**src/sal_pkg.sv**
```systemverilog
// constants, state encoding and register map of the setup access lock
// assumes a 200 MHz pclk and a 32-bit apb register bus
package sal_pkg;
    // clock and slow menu tick
    localparam int CLK_KHZ = 200000;
    localparam int TICK_MS = 100;
    localparam int TICK_CYCLES = TICK_MS * CLK_KHZ;
    // menu timing in its own units, then in ticks
    localparam int HOLD_S = 5;
    localparam int TIMEOUT_MIN = 4;
    localparam int HOLD_TICKS = HOLD_S * 1000 / TICK_MS;
    localparam int TIMEOUT_TICKS = TIMEOUT_MIN * 60 * 1000 / TICK_MS;
    // configuration limit and menu layout
    localparam logic [5:0] CFG_LIMIT = 6'h32;
    localparam logic [4:0] SETUP_LAST_ITEM = 5'h18;
    localparam logic [4:0] FINISH_ITEM = 5'h18;
    localparam logic [31:0] FLOW_PCT = 32'h00000001;
    localparam logic [31:0] PCT_SCALE = 32'h00000064;
    // module reading reference numbers and node id split
    localparam logic [5:0] REF_TYPE = 6'h1F;
    localparam logic [5:0] REF_LAST = 6'h24;
    localparam logic [5:0] REF_NODE0 = 6'h22;
    localparam logic [7:0] NET_MODULE_TYPE = 8'h3C;
    localparam logic [31:0] EMPTY_READING = 32'h00000000;
    // register byte offsets
    localparam logic [7:0] CTRL_OFS = 8'h00;
    localparam logic [7:0] STATUS_OFS = 8'h04;
    localparam logic [7:0] COUNT_OFS = 8'h08;
    localparam logic [7:0] RATING_OFS = 8'h0C;
    localparam logic [7:0] RSEL_OFS = 8'h10;
    localparam logic [7:0] RVAL_OFS = 8'h14;
    localparam logic [7:0] RSTAT_OFS = 8'h18;
    // field positions
    localparam int CTRL_SAVE_BIT = 0;
    localparam int RSEL_REF_LSB = 0;
    localparam int RSEL_SLOT_LSB = 8;
    // reset values
    localparam logic [23:0] RATING_RST = 24'h0003E8;
    localparam logic [5:0] RSEL_REF_RST = 6'h1F;
    // menu loops
    typedef enum logic [1:0] {MENU_USER, MENU_TECH, MENU_SETUP, MENU_OK} sal_menu_e;
endpackage

```
**src/sal_setup_access_lock.sv**
```systemverilog
// front-key setup menu access control with module information readings
// assumes keys and seal switch are asynchronous pins, flow and module data
// arrive on pclk from the measurement logic, and presetn is the total reset
//
// The APB slave port and the register addresses are this design's own decisions.
`timescale 1ns/1ps
// How it works
// - an empty slot reads its type and configuration value as 00000000.
// - readings of a module whose link is not working are flagged empty, not stale.
// - each module reading is selected by its fixed reference number, not its position.
// - for a networked-control module, references 34 to 36 show the three node id parts in decimal.
// - after 50 counted configurations the setup menu is locked.
// - that limit lock is lifted only by total reset.
// - in transport state the setup menu opens from the keys without any seal event.
// - transport state ends on flow of at least 1 percent of nominal rating or on the finish exit.
// - only total reset puts the device back into transport state.
// - in operation access opens only after a seal break and reassembly event.
// - holding the primary key while stepping with the arrow key leaves the setup menu.
// - after 4 minutes in the setup menu it times out to the first user reading.
// - holding the primary key 5 seconds on the finish item counts frames up, shows ok and locks.
// - in transport state key and timeout exits keep access, the finish exit locks it.
// - in operation every exit locks access until the next seal event.
module sal_setup_access_lock
    import sal_pkg::*;
#(
    parameter int TICK_CYC = TICK_CYCLES
) (
    // clock and total reset
    input wire logic pclk,
    input wire logic presetn,
    // apb slave
    input wire logic psel,
    input wire logic penable,
    input wire logic pwrite,
    input wire logic [7:0] paddr,
    input wire logic [31:0] pwdata,
    output logic [31:0] prdata,
    output logic pready,
    output logic pslverr,
    // front keys and seal switch pins
    input wire logic primary_key,
    input wire logic arrow_key,
    input wire logic seal_reassembled,
    // flow measurement
    input wire logic [23:0] flow_rate,
    // mounted modules
    input wire logic [3:0] mod_present,
    input wire logic [3:0] mod_comm_ok,
    input wire logic [3:0][7:0] mod_type,
    input wire logic [3:0][5:0][31:0] mod_reading,
    input wire logic [3:0][47:0] mod_node_id,
    // display
    output logic [1:0] menu_loop,
    output logic [4:0] setup_item,
    output logic [3:0] frame_count,
    output logic show_ok,
    output logic setup_access,
    output logic transport_state
);
    // elaboration check: the hold counter is 7 bits and the timeout counter 12 bits,
    // and the finish animation needs at least one tick per frame
    if (TICK_CYC < 1 || HOLD_TICKS < 8 || TIMEOUT_TICKS > 4095) begin : g_chk
        $error("sal_setup_access_lock: unusable timing parameters");
    end

    // all state of the block; s1 and s2 are the pin synchronisers, dly holds
    // the previous synchronised level for edge detection, and only s2 and dly are read
    // by logic so a metastable s1 never reaches the decode
    typedef struct packed {
        logic [2:0] s1;
        logic [2:0] s2;
        logic [2:0] dly;
        logic [31:0] div;
        sal_menu_e menu;
        logic [4:0] item;
        logic [6:0] hold;
        logic [11:0] tmo;
        logic saved;
        logic transport;
        logic unlocked;
        logic [5:0] cfg_cnt;
        logic [23:0] rating;
        logic [1:0] sel_slot;
        logic [5:0] sel_ref;
        logic [31:0] rd_val;
        logic rd_empty;
        logic [31:0] prdata;
        logic pslverr;
    } sal_state_s;

    // registered state and its next value
    sal_state_s st_reg;
    sal_state_s st_next;

    // binary to five decimal digits by shift and add; five digits cover any
    // 16-bit part of a node id
    function automatic logic [19:0] to_bcd(input logic [15:0] bin);
        logic [19:0] bcd;
        bcd = 20'h00000;
        for (int i = 15; i >= 0; i--) begin
            for (int d = 0; d < 5; d++) begin
                if (bcd[d*4 +: 4] > 4'h4) begin
                    bcd[d*4 +: 4] = bcd[d*4 +: 4] + 4'h3;
                end
            end
            bcd = {bcd[18:0], bin[i]};
        end
        return bcd;
    endfunction

    // frame position of the finish animation, eight frames over the hold
    // the divisor is a constant, so this folds into a small table
    function automatic logic [3:0] frames(input logic [6:0] hold);
        logic [13:0] scaled;
        scaled = 14'({hold, 3'b000}) / 14'(HOLD_TICKS);
        return scaled[3:0];
    endfunction

    // strobes decoded once and shared by the next-state logic and the outputs
    logic prim;
    logic exit_keys;
    logic prim_fall;
    logic arrow_rise;
    logic seal_rise;
    logic tick;
    logic limit_locked;
    logic access_ok;
    logic hold_done;
    logic exit_any;
    logic exit_finish;
    logic flow_hit;
    logic wr_en;
    logic rd_setup;
    logic [2:0] ref_idx;
    logic [1:0] node_part;

    // key, seal and tick decode; the synchronisers reset to the released level
    // of the pins, so no false edge is seen when reset ends
    assign prim = st_reg.s2[0];
    assign exit_keys = prim && arrow_rise;
    assign prim_fall = ~prim & st_reg.dly[0];
    assign arrow_rise = st_reg.s2[1] & ~st_reg.dly[1];
    // one seal rising edge is one break and reassembly of the housing
    assign seal_rise = st_reg.s2[2] & ~st_reg.dly[2];
    // the menu tick is a one-cycle enable from the free-running divider
    assign tick = (st_reg.div == 32'(TICK_CYC - 1));
    assign hold_done = tick && prim && (st_reg.hold == 7'(HOLD_TICKS - 1));

    // access decision; the limit lock overrides both the transport path and
    // the seal path, so a later seal event cannot reopen a full counter
    assign limit_locked = (st_reg.cfg_cnt >= CFG_LIMIT);
    assign access_ok = !limit_locked && (st_reg.transport || st_reg.unlocked);
    assign flow_hit = (32'(flow_rate) * PCT_SCALE) >= (32'(st_reg.rating) * FLOW_PCT);

    // apb decode, answer always in the first access cycle
    // read data is loaded at the setup edge so it stands through the access cycle
    assign wr_en = psel && penable && pwrite;
    assign rd_setup = psel && !penable;
    assign ref_idx = 3'(st_reg.sel_ref - REF_TYPE);
    assign node_part = 2'(st_reg.sel_ref - REF_NODE0);

    // next state
    always_comb begin
        st_next = st_reg;
        exit_any = 1'b0;
        exit_finish = 1'b0;
        // synchroniser stages, edge history and tick divider
        st_next.s1 = {seal_reassembled, arrow_key, primary_key};
        st_next.s2 = st_reg.s1;
        st_next.dly = st_reg.s2;
        st_next.div = tick ? 32'h00000000 : st_reg.div + 32'h00000001;

        // primary hold time in ticks, saturating so a long hold cannot wrap
        if (!prim) begin
            st_next.hold = 7'h00;
        end else if (tick && st_reg.hold < 7'(HOLD_TICKS)) begin
            st_next.hold = st_reg.hold + 7'h01;
        end

        // menu walk; at most one exit is taken per cycle, the timeout first
        unique case (st_reg.menu)
            // user readings until a long primary hold
            MENU_USER: begin
                if (hold_done) begin
                    st_next.menu = MENU_TECH;
                end
            end

            // technician readings; a short tap enters setup, the release that
            // ends the long hold does not
            MENU_TECH: begin
                if (exit_keys) begin
                    st_next.menu = MENU_USER;
                end else if (prim_fall && st_reg.hold < 7'(HOLD_TICKS) && access_ok) begin
                    st_next.menu = MENU_SETUP;
                    st_next.item = 5'h00;
                    st_next.tmo = 12'h000;
                    st_next.saved = 1'b0;
                end
            end

            // setup items; the timeout runs from entry and key activity does
            // not restart it
            MENU_SETUP: begin
                if (tick) begin
                    st_next.tmo = st_reg.tmo + 12'h001;
                end

                if (tick && st_reg.tmo == 12'(TIMEOUT_TICKS - 1)) begin
                    exit_any = 1'b1;
                    st_next.menu = MENU_USER;
                end else if (exit_keys) begin
                    exit_any = 1'b1;
                    st_next.menu = MENU_USER;
                end else if (hold_done && st_reg.item == FINISH_ITEM) begin
                    exit_any = 1'b1;
                    exit_finish = 1'b1;
                    st_next.menu = MENU_OK;
                end else if (arrow_rise) begin
                    // stepping past the finish item wraps to the first item
                    st_next.item = (st_reg.item == SETUP_LAST_ITEM) ? 5'h00 :
                        st_reg.item + 5'h01;
                end
            end

            // ok shown until the primary key is released
            MENU_OK: begin
                if (!prim) begin
                    st_next.menu = MENU_USER;
                end
            end
        endcase
        // every return to the user readings starts at the first one
        if (st_next.menu == MENU_USER) begin
            st_next.item = 5'h00;
        end

        // change saved by the editing logic during this session
        // only a save made inside the setup menu counts towards the limit
        if (wr_en && paddr == CTRL_OFS && pwdata[CTRL_SAVE_BIT] &&
            st_reg.menu == MENU_SETUP) begin
            st_next.saved = 1'b1;
        end

        // exit effects on counter, transport and seal unlock
        // the counter stops at the limit, so it never wraps back to an open state
        if (exit_any) begin
            if (st_next.saved && !limit_locked) begin
                st_next.cfg_cnt = st_reg.cfg_cnt + 6'h01;
            end
            if (exit_finish) begin
                st_next.transport = 1'b0;
                st_next.unlocked = 1'b0;
            end else if (!st_reg.transport) begin
                st_next.unlocked = 1'b0;
            end
        end

        // a one-way step: flow that falls again cannot restore transport state
        if (st_reg.transport && flow_hit) begin
            st_next.transport = 1'b0;
        end

        // outside transport state a seal event wins over a lock in the same cycle
        if (seal_rise && !st_reg.transport) begin
            st_next.unlocked = 1'b1;
        end

        // module reading of the selected slot and reference
        // empty rather than stale when the slot cannot answer
        st_next.rd_val = EMPTY_READING;
        st_next.rd_empty = 1'b0;
        if (st_reg.sel_ref < REF_TYPE || st_reg.sel_ref > REF_LAST) begin
            st_next.rd_empty = 1'b1;
        end else if (!mod_present[st_reg.sel_slot]) begin
            st_next.rd_empty = (st_reg.sel_ref != REF_TYPE);
        end else if (!mod_comm_ok[st_reg.sel_slot]) begin
            st_next.rd_empty = 1'b1;
        // node id parts are shown in decimal, so each 16-bit part becomes bcd
        end else if (mod_type[st_reg.sel_slot] == NET_MODULE_TYPE &&
            st_reg.sel_ref >= REF_NODE0) begin
            st_next.rd_val = 32'(to_bcd(mod_node_id[st_reg.sel_slot][node_part*16 +: 16]));
        end else begin
            st_next.rd_val = mod_reading[st_reg.sel_slot][ref_idx];
        end

        // apb writes; read-only and unmapped offsets ignore a write
        if (wr_en && paddr == RATING_OFS) begin
            st_next.rating = pwdata[23:0];
        end
        if (wr_en && paddr == RSEL_OFS) begin
            st_next.sel_ref = pwdata[RSEL_REF_LSB +: 6];
            st_next.sel_slot = pwdata[RSEL_SLOT_LSB +: 2];
        end

        // apb read data prepared in the setup cycle
        if (rd_setup) begin
            st_next.pslverr = 1'b0;
            st_next.prdata = 32'h00000000;
            // any offset outside the map answers with an error and zero data
            unique case (paddr)
                CTRL_OFS: st_next.prdata = 32'h00000000;
                STATUS_OFS: st_next.prdata = {16'h0000, 1'b0, st_reg.item,
                    st_reg.menu, 3'b000, st_reg.saved, limit_locked, access_ok,
                    st_reg.unlocked, st_reg.transport};
                COUNT_OFS: st_next.prdata = 32'(st_reg.cfg_cnt);
                RATING_OFS: st_next.prdata = 32'(st_reg.rating);
                RSEL_OFS: st_next.prdata = {22'h000000, st_reg.sel_slot, 2'b00,
                    st_reg.sel_ref};
                RVAL_OFS: st_next.prdata = st_reg.rd_val;
                RSTAT_OFS: st_next.prdata = {30'h00000000,
                    mod_present[st_reg.sel_slot], st_reg.rd_empty};
                default: st_next.pslverr = 1'b1;
            endcase
        end
    end

    // state register, total reset returns to transport state
    // the reset branch loads constants only
    always_ff @(posedge pclk or negedge presetn) begin
        if (!presetn) begin
            st_reg <= '0;
            st_reg.menu <= MENU_USER;
            st_reg.transport <= 1'b1;
            st_reg.cfg_cnt <= 6'h00;
            st_reg.rating <= RATING_RST;
            st_reg.sel_ref <= RSEL_REF_RST;
        end else begin
            st_reg <= st_next;
        end
    end

    // apb answer, every access completes without wait states
    assign pready = 1'b1;
    assign prdata = st_reg.prdata;
    assign pslverr = st_reg.pslverr;

    // display; the frames stay full while ok is shown, the hold being saturated
    assign menu_loop = st_reg.menu;
    assign setup_item = st_reg.item;
    assign frame_count = ((st_reg.menu == MENU_SETUP && st_reg.item == FINISH_ITEM) ||
        st_reg.menu == MENU_OK) ? frames(st_reg.hold) : 4'h0;
    assign show_ok = (st_reg.menu == MENU_OK);
    assign setup_access = access_ok;
    assign transport_state = st_reg.transport;
endmodule // sal_setup_access_lock

```
**config.mk**
```make
export PLATFORM = sky130hd
export DESIGN_NAME = sal_setup_access_lock
export DESIGN_NICKNAME = d
export VERILOG_FILES = /design/src/sal_pkg.sv /design/src/sal_setup_access_lock.sv
export SDC_FILE = /design/constraint.sdc
export NUM_CORES = 1
export LEC_CHECK = 0
export ABC_AREA = 1
export BUFFER_PORTS_ARGS = -buffer_cell sky130_fd_sc_hd__buf_2
export CELL_PAD_IN_SITES_DETAIL_PLACEMENT = 0
export CELL_PAD_IN_SITES_GLOBAL_PLACEMENT = 2
export CORE_AREA = 2 2 430 432
export CTS_CLUSTER_DIAMETER = 50
export DETAILED_ROUTE_END_ITERATION = 16
export DIE_AREA = 0 0 432 434
export GPL_TIMING_DRIVEN = 1
export PLACE_DENSITY_LB_ADDON = 0.15
export SLEW_MARGIN = 20
export SYNTH_ARGS = -nofsm -noshare
export SYNTH_HDL_FRONTEND = slang
export SYNTH_SLANG_ARGS = --single-unit
export TNS_END_PERCENT = 5
```
**constraint.sdc**
```tcl
create_clock -name pclk -period 29.1 [get_ports pclk]
set_clock_uncertainty 0.2 [all_clocks]
set_input_delay 2.91 -clock pclk [delete_from_list [all_inputs] [get_ports pclk]]
set_output_delay 2.91 -clock pclk [all_outputs]
set_load 0.005 [all_outputs]
```
Word level (Yosys, flattened, before mapping)

Cells that the tools add are included.

Bits in latches: 0
Output and inout bits: 48
Memory bits (writable): 0
Register bits after elaboration: 174
Word-level logic and storage cells: 397
Bits in read-only memories: 0
Memories: 0

Divide/modulo/power cells: 1
Bitwise operators: 6
Order comparisons: 43
Add/subtract/negate cells: 42
Equality and inequality tests: 26
Reduce and logical (&&, ||, !) cells: 42
Shifts and indexed selects: 1
Mux-type cells: 216
Multipliers: 1

Operator list:

| kind                                                                    | number |
|---|---|
| 4-bit 2-to-1 mux                                                        | 155 |
| 192-bit binary-select mux with 2-bit select                             | 1 |
| 192-bit 2-to-1 mux                                                      | 1 |
| 32-bit 2-to-1 mux                                                       | 6 |
| 32-bit case mux with 6 select lines                                     | 1 |
| 4-bit by 2-bit adder with 4-bit output, second input constant           | 30 |
| 4-bit by 3-bit > comparator with 1-bit output, second input constant    | 30 |
| 32-bit binary-select mux with 3-bit select                              | 1 |
| 48-bit binary-select mux with 2-bit select                              | 1 |
| 48-bit 2-to-1 mux                                                       | 1 |
| 48-bit by 7-bit variable part select with 16-bit output                 | 1 |
| 5-bit 2-to-1 mux                                                        | 7 |
| 32-bit by 1-bit adder with 32-bit output, second input constant         | 1 |
| 32-bit by 25-bit equality test with 1-bit output, second input constant | 1 |
| 31-bit by 24-bit >= comparator with 1-bit output                        | 1 |
| 24-bit by 5-bit multiplier with 29-bit output, second input constant    | 1 |
| 13-bit 2-to-1 mux                                                       | 2 |
| 8-bit by 5-bit equality test with 1-bit output, second input constant   | 3 |
| 12-bit case mux with 2 select lines                                     | 1 |
| 1-bit logical AND                                                       | 22 |
| 7-bit 2-to-1 mux                                                        | 3 |
| 1-bit 2-to-1 mux                                                        | 20 |
| 3-bit != test, second input constant                                    | 6 |
| 3-bit by 2-bit adder with 4-bit output, second input constant           | 4 |
| 48 further kinds                                                        | 78 |

Longest topological paths before layout

Word-level depth: 81
Mapped depth: 96

Worst setup path after synthesis

No wires, ideal clock.

Path type: input -> register
Start: in mod_node_id[109] (netlist bit)
End: reg st_reg[36] (netlist bit)
Arrival time: 10.935 ns
Path buffers: 0
Stages on the path: 86
Slack: 17.852 ns
Data required time: 28.787 ns
Cells stage by stage: nor2_1 -> nor2_1 -> o21ai_1 -> nand3_1 -> nand3_2 -> nand2_1 -> inv_1 -> ha_1 -> inv_1 -> ha_1 -> inv_1 -> nand3_1 -> nand2_1 -> ha_1 -> inv_1 -> nand3_1 -> nand2_1 -> nand2_2 -> [... 50 more ...] -> ha_1 -> inv_1 -> nand2_2 -> nand2_2 -> nand2_1 -> nand2_1 -> inv_2 -> ha_1 -> inv_1 -> nand2_4 -> nand2_4 -> xor2_2 -> ha_1 -> or2_4 -> nand3b_1 -> nand3_1 -> nand2_1 -> inv_1

RTL lines:

| what                 | RTL line                     | RTL |
|---|---|---|
| from (decl)          | sal_setup_access_lock.sv:51  | `input wire logic [3:0][47:0] mod_node_id,` |
| to (signal assigned) | sal_setup_access_lock.sv:329 | `st_reg <= st_next;` |
| to (decl)            | sal_setup_access_lock.sv:92  | `sal_state_s st_reg;` |

==> impl_metrics.toml <==
[die]
row_count = 157
coreArea_sq_mm = 0.182
die_w_um = 432
initial_core_util_pct = 13.8
dieArea_sq_mm = 0.187
die_h_um = 434
ios = 1120

[clock_tree]
cts_buffer_depth = 2
postCtsSetupRepairBufs = 0
clock_latency_ns = 0.49
cts_buffers = 17
clk_pin_slew_ns = 0.08
postCtsHoldBufs = 0
cts.repair.resized = 0
htreeDepth = 4
cts_root_buf = "clkbuf_16"
clock_sinks = 174
tritoncts = "yes"

[detailed_routing]
wl_per_cell_um = 32.4
wl_um = 243000
vias = 34000
antenna_left = 0
dr.first_iter.drc_count = 2166
drc_errors = 0
via_per_inst = 4.54
drt_first_pass_iters = 7

[grt]
grt_pass1_wl_um = 311000
track_usage_pct = 24.9
antenna_found_initial = 336
grt_pass1_vias = 33400
grt_start_max_net_pins = 137
grt.overflow.total = 0

[synth]
synth_async_sr_flop_share_pct = 100
synth_top_flop_cell = "dfrtp_1"
netlist_area_sq_mm = 0.0252
ys_warn_count = 0
syn_nets = 5322
avgSynthCellArea_sq_um = 6.20
ys_types = 78
ys_ff_latch = 174
ys_seq_area_share_pct = 17.3
synth_edf_count = 0
synth_cells = 4072

[final_layout]
seq_area_sq_mm = 0.00438
fin_nets = 6228
drive_above_1_share_pct = 28.4
largest_reg_flops = 127
area_growth_pct = 34.2
fill_cells = 21500
multi_input_area_sq_mm = 0.0179

[flow_run]
cap_violations = 0

[placed_design]
place_hpwl_um = 210000
port_buffers = 1110
place.gp.congestion = 0.997

[timing]
finalCritPeriodShare_pct = 42.9
rsz0062_at_grt = "false"
finalHoldViolations = 0
post-route-min-period_ns = 12.48
worst_pin_slew_ns = 1.39
slew_headroom_pct = 6.66
clock.fmax_ghz = 0.0802
slew_violations = 0
setup_violations = 0
tns_ns = 0

[critical_path]
cp_slowest_cell = "a32o_1"
worstPathArrival_ns = 12.60
critical_path_class = "in -> reg"
start_kind = "input port"
slowest_delay_ns = 0.61
crit_required_ns = 29.22
cp_max_fo = 5
end_kind = "flop"
crit_top_cell = "nand2_1"

[worst_hold_path]
worstHoldPathType = "reg -> reg"

[outcome]
status = "finished, final reports clean"
[layout make-up]
| cell class | count | share of cell area, % |
|---|---|---|
| Sequential cell | 174 | 12.9 |
| Clock inverter | 14 | 0.421 |
| Timing Repair Buffer | 1155 | 17.6 |
| Antenna cell | 121 | 0.894 |
| Clock buffer | 18 | 1.27 |
| Inverter | 455 | 5.15 |
| Multi-Input combinational cell | 3175 | 53.0 |
| Tap cell | 2385 | 8.81 |
[cells by family after synthesis]
family | synth area share [%]
simple gates | 33.2
compound gates | 26.1
buf+inv | 11.8
fa+ha+maj | 9.39
flops | 17.3
xor+xnor | 2.16
other cells | 0.0149
mux | 0.0397
[through the flow]
stage	hold slack [ns]	utilization (%)	worst slack [ns]	cells	area (sq um)
global placement	0.137	18.1	16.10	7344	33000
global route	0.188	18.5	15.55	7449	33700
finish	0.153	18.6	16.62	7497	33900
detailed placement	0.135	18.1	16.10	7344	33000
CTS	0.157	18.4	16.62	7376	33600
floorplan	0.131	-	17.85	4072	25200
[cell usage in the layout, fill, tap and decap left out, drive strengths merged, types with 40 or more instances in the layout]
master	netlist	layout
a21oi	346	346
a221oi	84	84
buf	84	1154
dfrtp	162	162
diode	0	121
ha	159	159
inv	449	457
nand2	1044	1044
nand3	263	263
nand4	48	48
nor2	424	424
nor3	59	59
o21ai	363	363
o221ai	56	56
o22ai	52	52
xor2	40	40
[cells in the mapped netlist (6+ instances only)]
cell type  number  area share, %
nand3_1       230            4.6
nand2_1       939             14
o21a_1         10           0.30
xnor2_1        17           0.59
a221oi_1       84            2.9
buf_1          31           0.46
o311ai_0       18           0.62
ha_1          159            7.9
o211ai_1       19           0.57
nor4_1          9           0.22
o21ai_2        12           0.42
o22ai_1        52            1.3
dfstp_2        12            1.2
clkbuf_1      183            2.7
inv_4           6           0.15
nand3b_1       12           0.36
buf_4          42            1.2
buf_6           8           0.36
nor3_1         59            1.2
nand4_1        47            1.2
nand2_2        65            1.6
nor2_1        416            6.2
o21ai_1        19           0.38
a41oi_1         8           0.28
a21oi_1       342            6.8
a32oi_1        12           0.42
inv_2          23           0.34
inv_1         419            6.2
a22oi_1        15           0.45
fa_1           19            1.5
clkinv_1        6          0.089
nor2_2          7           0.17
o32ai_1         6           0.21
a211o_1        10           0.35
o221ai_1       56            1.9
o21ai_0       328            6.5
xor2_1         36            1.2
a31oi_1        12           0.30
nand2_4        39            1.7
nand3_4         8           0.56
a211oi_1       13           0.39
nand3_2        25           0.99
a32o_1         10           0.40
dfrtp_1       162             16
[final timing paths]
check / startpoint / to / slack, ns / cells past startpoint
min in group asynchronous: presetn / st_reg[146]$_DFF_PN0_ / 2.21 / 1
worst min register to register: st_next[168]$_DFF_PN0_ / prim$_DFF_PN0_ / 0.15 / 0
worst max-delay path: mod_node_id[127] / st_reg[41]$_DFF_PN0_ / 16.62 / 79
worst min-delay path: st_next[168]$_DFF_PN0_ / prim$_DFF_PN0_ / 0.15 / 0
worst max register to register: st_reg[72]$_DFFE_PN0P_ / st_reg[41]$_DFF_PN0_ / 17.39 / 80
max in group asynchronous: presetn / st_reg[40]$_DFF_PN0_ / 25.14 / 2
[metal layers]
metal / up-vias / share of wire (%) / GRT usage, %
li1: 15800 / - / -
met1: 16100 / 39 / 28.4
met2: 1438 / 48 / 42.8
met3: 635 / 7.4 / 7.73
met4: 124 / 4.8 / 9.66
met5: - / 0.33 / 1.35
[worst max-delay path, delay by kind of cell]
kind	cells	cell delay, ns
AOI/OAI and AO/OA	5	1.77
buffers and inverters	18	1.20
and+or+nand+nor	44	4.16
adders and majority gates	12	2.50
Power is left out: the tool's default activity adds up to more than one toggle a clock period on the data nets, which glitch-free logic cannot reach.
